<file path="config.mk">
export PLATFORM = sky130hd
export DESIGN_NAME = pcie_capability_header
export DESIGN_NICKNAME = d
export VERILOG_FILES = /design/src/capability_header_pkg.sv /design/src/cap_window_decode.sv /design/src/pcie_capability_header.sv
export SDC_FILE = /design/constraint.sdc
export NUM_CORES = 1
export LEC_CHECK = 0
export BUFFER_PORTS_ARGS = -buffer_cell sky130_fd_sc_hd__buf_2
export CORE_MARGIN = 2
export CORE_UTILIZATION = 26
export DETAILED_ROUTE_END_ITERATION = 8
export GPL_TIMING_DRIVEN = 0
export PLACE_DENSITY = 0.7
export SLEW_MARGIN = 20
export SYNTH_ARGS = -nofsm -noshare
export SYNTH_HDL_FRONTEND = slang
export SYNTH_SLANG_ARGS = --single-unit
export TNS_END_PERCENT = 10
</file>
<file path="constraint.sdc">
create_clock -name core_clk_in -period 1.1 [get_ports core_clk_in]
set_input_delay 0.165 -clock core_clk_in [delete_from_list [all_inputs] [get_ports core_clk_in]]
set_output_delay 0.165 -clock core_clk_in [all_outputs]
set_load 0.01 [all_outputs]
</file>
<file path="src/capability_header_pkg.sv">
// How it works
// Structure at offset 0x0c0, twenty bytes long
// Legacy mode: structure locations read as reserved
// First dword read-only, resets to 0x00710010
// Interrupt message number bits 29:25 read zero
// Next pointer bits 15:8 read 0x00
// Other fields fixed: id, version, type, slot
package capability_header_pkg;

   // ---------------------------------------------------------------
   // Placement
   // ---------------------------------------------------------------
   localparam logic [11:0] CAP_BASE_OFFSET   = 12'h0c0;
   localparam logic [11:0] CAP_SIZE_BYTES    = 12'h014;
   localparam logic [11:0] HEADER_OFFSET     = 12'h0c0;

   // ---------------------------------------------------------------
   // Field positions and values
   // ---------------------------------------------------------------
   localparam int          ID_LSB            = 0;
   localparam int          NEXT_LSB          = 8;
   localparam int          VERSION_LSB       = 16;
   localparam int          PORT_TYPE_LSB     = 20;
   localparam int          SLOT_BIT          = 24;
   localparam int          INT_MSG_LSB       = 25;
   localparam logic [7:0]  CAPABILITY_IDENTIFIER_VALUE      = 8'h10;
   localparam logic [7:0]  NEXT_PTR_VALUE    = 8'h00;
   localparam logic [3:0]  VERSION_VALUE     = 4'h1;
   localparam logic [3:0]  PORT_TYPE_VALUE   = 4'h7;
   localparam logic        SLOT_IMPL_VALUE   = 1'b0;
   localparam logic [4:0]  INT_MSG_VALUE     = 5'h00;
   localparam logic [31:0] HEADER_RESET      = 32'h0071_0010;
   localparam logic [31:0] RESERVED_READ     = 32'h0000_0000;

endpackage

</file>
<file path="src/cap_window_decode.sv">
`timescale 1ns/100ps
module cap_window_decode
   import capability_header_pkg::*;
(
   // Configuration address
   input  wire logic [11:0] cfg_addr_in,
   // Decode results
   output logic             in_window_out,
   output logic             is_header_out
);
   always_comb begin
      in_window_out = (cfg_addr_in >= CAP_BASE_OFFSET) &&
                      (cfg_addr_in < CAP_BASE_OFFSET + CAP_SIZE_BYTES);
      is_header_out = (cfg_addr_in[11:2] == HEADER_OFFSET[11:2]);
   end
endmodule // cap_window_decode

</file>
<file path="src/pcie_capability_header.sv">
`timescale 1ns/100ps
module pcie_capability_header
   import capability_header_pkg::*;
(
   // Clock and reset
   input  wire logic        core_clk_in,
   input  wire logic        reset_n_in,
   // Mode
   input  wire logic        legacy_mode_in,
   // Configuration read
   input  wire logic        cfg_rd_in,
   input  wire logic [11:0] cfg_addr_in,
   output logic             cfg_hit_out,
   output logic [31:0]      cfg_rdata_out
);
   // ---------------------------------------------------------------
   // Structure geometry
   // ---------------------------------------------------------------
   // Twenty bytes give five dwords; only the header dword lives here
   localparam int         DWORD_COUNT = int'(CAP_SIZE_BYTES) / 4;
   localparam logic [9:0] BASE_DWORD  = CAP_BASE_OFFSET[11:2];
   localparam int         HEADER_SLOT = int'(HEADER_OFFSET[11:2] - BASE_DWORD);

   // ---------------------------------------------------------------
   // Decode and table signals
   // ---------------------------------------------------------------
   logic        in_window;
   logic        is_header;
   logic [9:0]  rel_dword;
   logic        dword_sel   [DWORD_COUNT];
   logic [31:0] struct_word [DWORD_COUNT];
   logic [31:0] header_word;
   logic [31:0] picked_word;

   // ---------------------------------------------------------------
   // State
   // ---------------------------------------------------------------
   logic        hit_r;
   logic        hit_nxt;
   logic [31:0] rdata_r;
   logic [31:0] rdata_nxt;

   // ---------------------------------------------------------------
   // Helpers
   // ---------------------------------------------------------------
   // Bits that no field names stay zero
   function automatic logic [31:0] assemble_header();
      logic [31:0] word;
      word                     = '0;
      word[ID_LSB +: 8]        = CAPABILITY_IDENTIFIER_VALUE;
      word[NEXT_LSB +: 8]      = NEXT_PTR_VALUE;
      word[VERSION_LSB +: 4]   = VERSION_VALUE;
      word[PORT_TYPE_LSB +: 4] = PORT_TYPE_VALUE;
      word[SLOT_BIT]           = SLOT_IMPL_VALUE;
      word[INT_MSG_LSB +: 5]   = INT_MSG_VALUE;
      return word;
   endfunction

   // Dword position of a byte address inside the structure
   function automatic logic [9:0] dword_in_struct(input logic [11:0] byte_addr);
      return byte_addr[11:2] - BASE_DWORD;
   endfunction

   // ---------------------------------------------------------------
   // Address decode
   // ---------------------------------------------------------------
   cap_window_decode u_decode (
      .cfg_addr_in   (cfg_addr_in),
      .in_window_out (in_window),
      .is_header_out (is_header)
   );

   assign rel_dword = dword_in_struct(cfg_addr_in);

   // ---------------------------------------------------------------
   // Dword table, constant since nothing here is writable
   // ---------------------------------------------------------------
   assign header_word = assemble_header();

   generate
      for (genvar i = 0; i < DWORD_COUNT; i++) begin : g_dword
         if (i == HEADER_SLOT) begin : g_header
            assign struct_word[i] = header_word;
            assign dword_sel[i]   = in_window && is_header;
         end else begin : g_other
            // Later dwords belong to other blocks and read zero here
            assign struct_word[i] = RESERVED_READ;
            assign dword_sel[i]   = in_window && (rel_dword == 10'(i));
         end
      end
   endgenerate

   // ---------------------------------------------------------------
   // Word selection
   // ---------------------------------------------------------------
   // No select outside the window, so those reads return zero
   always_comb begin
      picked_word = RESERVED_READ;
      for (int k = 0; k < DWORD_COUNT; k++) begin
         if (dword_sel[k]) begin
            picked_word = struct_word[k];
         end
      end
   end

   // ---------------------------------------------------------------
   // Hit flag: one cycle per read inside the window
   // ---------------------------------------------------------------
   // Legacy mode still claims the window, it only blanks the data
   always_comb begin
      hit_nxt = cfg_rd_in && in_window;
   end

   always_ff @(posedge core_clk_in) begin
      if (!reset_n_in) begin
         hit_r <= 1'b0;
      end else begin
         hit_r <= hit_nxt;
      end
   end

   // ---------------------------------------------------------------
   // Read data: loaded on a read, held otherwise
   // ---------------------------------------------------------------
   always_comb begin
      rdata_nxt = rdata_r;
      if (cfg_rd_in) begin
         rdata_nxt = picked_word;
         if (legacy_mode_in) begin
            rdata_nxt = RESERVED_READ;
         end
      end
   end

   always_ff @(posedge core_clk_in) begin
      if (!reset_n_in) begin
         rdata_r <= HEADER_RESET;
      end else begin
         rdata_r <= rdata_nxt;
      end
   end

   // ---------------------------------------------------------------
   // Outputs
   // ---------------------------------------------------------------
   assign cfg_rdata_out = rdata_r;
   assign cfg_hit_out   = hit_r;
endmodule // pcie_capability_header

</file>
* Word-level counts from Yosys, hierarchy flattened
Cells that the tools add are included.
** Operators by class
- Add/sub/neg operators :: 1
- Multipliers :: 0
- Divide/modulo/power cells :: 0
- Magnitude comparators :: 2
- Equality and inequality tests :: 5
- Shift operators :: 0
- Mux-type cells :: 6
- Bitwise logic cells :: 0
- Reduce and logical (&&, ||, !) cells :: 7
** Operators by type and width (number)
- 2-to-1 mux 32 bit :: 5
- 2-to-1 mux 23 bit :: 1
- == test 10 x 2 -> 1 bit (second input constant) :: 2
- greater-or-equal comparator 12 x 8 -> 1 bit (second input constant) :: 1
- < comparator 12 x 8 -> 1 bit (second input constant) :: 1
- == test 10 x 1 -> 1 bit (second input constant) :: 1
- == test 10 x 3 -> 1 bit (second input constant) :: 1
- == test 10 x 6 -> 1 bit (second input constant) :: 1
- subtractor 10 x 6 -> 10 bit (second input constant) :: 1
- logical AND 1 bit :: 7
** Word-level totals
- Register bits after elaboration :: 33
- Bits in latches :: 0
- Memory bits (writable) :: 0
- Bits in read-only memories :: 0
- Logic and storage cells :: 23
- Memories kept :: 0

* Depth between registers and ports, before layout
- Depth after elaboration :: 9
- Depth in mapped cells :: 2
- Gate-level depth less buffers :: 2

* Hierarchy
Synthesis repeated with hierarchy kept, for this count alone.
** Unflattened totals
- Cells, all modules :: 48
- Area total of the unflattened synthesis :: 386.6 sq um
** Modules (own cells, without submodules)
- pcie_capability_header :: instances 1, cells an instance 43, area each 337.8 sq um, sequential area each 40.0 sq um
- cap_window_decode :: instances 1, cells an instance 5, area each 48.8 sq um, sequential area each 0.0 sq um

* Worst setup path after synthesis
OpenSTA, ideal clock, no wires.
- Kind :: input port to flip-flop
- Start :: input cfg_addr_in[10]
- End :: register rdata_r[21] (netlist: cfg_rdata_out[21])
- Arrival :: 0.952 ns
- Path slack :: 0.054 ns
- Stages :: 2
- Path buffers :: 0
- Cells stage by stage :: or4_4 > o311ai_2
** On the way
- Cells in the longest elaborated chain, start to end :: 9
- Elaborated cells between the ends (all ways) :: 20
- Classes of those cells :: 1 x add/sub; 2 x order compare; 5 x eq/ne; 6 x mux; 6 x reduce/logical
** Ends and longest elaborated chain
- start, declared :: RTL line pcie_capability_header.sv:12 : input wire logic [11:0] cfg_addr_in,
- parallel branches: the longest is 7 deep, another holds subtractor 10 x 6 -> 10 bit
- 2-to-1 mux 32 bit (*) :: RTL line pcie_capability_header.sv:100 : if (dword_sel[k]) begin
- 2-to-1 mux 32 bit (*) :: RTL line pcie_capability_header.sv:129 : if (legacy_mode_in) begin
- end signal, assigned :: RTL line pcie_capability_header.sv:139 : rdata_r <= rdata_nxt;
- end, declared :: RTL line pcie_capability_header.sv:40 : logic [31:0] rdata_r;
Every way passes the cells marked *.
A chain may end at the register's enable or synchronous reset.

==> flow_summary.yaml <==
finish:
  fillCellCount: 146
  area_delta_synth_final_pct: 67.0
  drive_gt1_frac: 0.629
  layout.nets: 107
  diodes: 0
  final_util: 0.454
floorplanning:
  num_rows: 13
  io_pins: 49
  die_w_um: 40.6
  fp.coreArea_um2: 1280
  chipHeight_um: 40.6
  die-area_um2: 1650
  initial_core_util: 0.272
run:
  drv_cap: 0
drt:
  via_per_inst: 3.02
  first_iter_violations: 0
  drtAntennaViolNets: 0
  wl_per_cell_um: 6.03
  remaining_drc_errors: 0
  drt_pre_antenna_iters: 1
  drt_wl_total_um: 627
  vias: 314
power:
  p_per_area_nw_per_um2: 722
  combPwrFrac: 0.438
  p_clk_frac: 0.373
  p_int_w: 0.000301
  power.net_switching_w: 0.000119
  ir_drop_uv: 193
  leakagePower_nw: 0.370
  p_sw_frac: 0.283
  p_seq_frac: 0.189
logic_synthesis:
  ys_seq_area_frac: 0.115
  yosysTopAreaCellShare: 0.667
  yosysMostFrequentCell: "buf_4"
  synth_enable_flop_cells: 0
  async_reset_ff_frac: 0
  syn_area_um2: 349
  ys_seq_elements: 2
  syn_area_per_cell_um2: 8.51
  synth.distinct_cells: 10
  ys_warn_count: 0
  synth_area_leaders: "buf_4 67%, dfxtp_1 11%, o311ai_2 4.7%"
  ys.flop_type: "dfxtp_1"
  synth_commonest_cells: "31 x buf_4, 2 x dfxtp_1"
  yosysTopAreaCell: "buf_4"
  postSynthCellCount: 41
clocking:
  cts_setup_buffers: 0
  cts.sinks: 2
  cts.hold.buffers_added: 0
  cts_buffers: 3
  cts_resized: 0
  cts_tree: "yes"
  cts.htree.levels: 1
  path_clk_slew_ns: 0.03
  clk_latency_ns: 0.22
  cts_max_path_buffers: 2
  cts_root_buf: "clkbuf_4"
setup_path:
  cp-endpoint: "cfg_rdata_out[20]"
  crit_slowest_cell: "dfxtp_1"
  cp-end-kind: "output port"
  worstRegToRegCells: 2
  slowest_delay_ns: 0.40
  rr_endpoint: "cfg_rdata_out[21]"
  critPathLaunch: "cfg_rdata_out[21]"
  crit_type: "flip-flop to output port"
  reg2reg_from: "cfg_rdata_out[21]"
  r2r_slack_ns: 0.43
  cp_cell_sequence: "buf_4 > buf_2"
  path_max_fanout: 6
  critPathLaunchType: "flip-flop"
  required_ns: 0.94
  critPathArrivalTime_ns: 0.87
sta:
  worst_slack_ns: 0.0678
  finalSetupViolations: 0
  fin_crit_sh: 0.938
  min_period_ns: 1.03
  hold_violations: 0
  setup_tns_ns: 0
  fin_skew_ns: 0
  rsz0062_at_grt: "false"
  final_max_slew_viol_count: 0
  max_freq_ghz: 0.969
global_routing:
  grt_pass1_wl_um: 703
  antenna_found_initial: 0
  grt_usage: 0.0664
  grt_remaining_overflow: 0
  grt_max_degree: 7
  first_global_vias: 213
placement:
  post-place-ws_ns: -0.0954
  place.gp.congestion: 0.544
  port_buffers: 19
outcome:
  status: "finished, final reports clean"
hold_path:
  hold_class: "input pin to flip-flop"
==> stage by stage <==
step | instances | instance area (um2) | hold slack (ns) | total power [W]
floorplan | 67 | 447 | 0.238 | 0.000224
CTS | 104 | 583 | 0.136 | 0.000428
detailed placement | 101 | 561 | 0.369 | 0.000262
finish | 104 | 583 | 0.141 | 0.000421
global placement | 101 | 561 | 0.366 | 0.000260
global route | 104 | 583 | 0.146 | 0.000456
==> cells by family (layout without fill, tap and decap cells) <==
family / after synthesis / in the layout / synth area share
other: 1 / 27 / 0.0107
and+or+nand+nor: 5 / 5 / 0.140
AOI/OAI and AO/OA: 2 / 2 / 0.0681
DFF: 2 / 2 / 0.115
buffers and inverters: 31 / 53 / 0.667
==> worst max-delay path, delay by kind of cell, from the launching register on <==
| family | cells | cell delay [ns] |
|---|---|---|
| DFF | 1 | 0.40 |
| buffers and inverters | 2 | 0.24 |
==> cell usage in the layout (no fill, tap or decap), drive strengths merged <==
cell	count
o311ai	1
buf	50
conb	27
nand2b	1
nor4b	1
o21a	1
nand4b	1
clkbuf	3
or4	2
dfxtp	2
==> per-layer routing <==
| metal | GRT usage | vias up | wire (um) |
|---|---|---|---|
| li1 | - | 172 | - |
| met1 | 0.0453 | 114 | 181 |
| met2 | 0.143 | 28 | 341 |
| met3 | 0.0163 | 0 | 104 |
| met4 | 0.0500 | 0 | 0 |
| met5 | 0 | - | 0 |
==> power groups by stage <==
| stage | sequential, W | clock, W | combinational, W |
|---|---|---|---|
| final | 0.0000796 | 0.000157 | 0.000184 |
| after global routing | 0.0000801 | 0.000170 | 0.000206 |
| after CTS | 0.0000797 | 0.000167 | 0.000181 |
| after detailed placement | 0.0000807 | 0 | 0.000181 |
| after global placement | 0.0000803 | 0 | 0.000180 |
| after floorplan | 0.0000812 | 0 | 0.000143 |
==> state kept, by name, indices dropped and copies added (netlist names) <==
register	count
cfg_hit_out	1
cfg_rdata_out	1
==> worst min-delay path by stage <==
stage	cells past startpoint	slack (ns)	start	endpoint
2_1_floorplan	1	0.24	reset_n_in	cfg_rdata_out[21]
3_3_place_gp	2	0.37	reset_n_in	cfg_rdata_out[21]
3_5_place_dp	2	0.37	reset_n_in	cfg_rdata_out[21]
4_1_cts	2	0.14	reset_n_in	cfg_rdata_out[21]
5_1_grt	2	0.15	reset_n_in	cfg_rdata_out[21]
6_report	2	0.14	reset_n_in	cfg_rdata_out[21]
==> layout make-up <==
cell class	count	area, um2	area share
Clock buffer	3	22.5	0.0386
Timing Repair Buffer	19	95.1	0.163
Sequential cell	2	40.0	0.0687
Multi-Input combinational cell	34	174	0.298
Tap cell	15	18.8	0.0322
Buffer	31	233	0.399
Power figures use the tool's default switching activity.
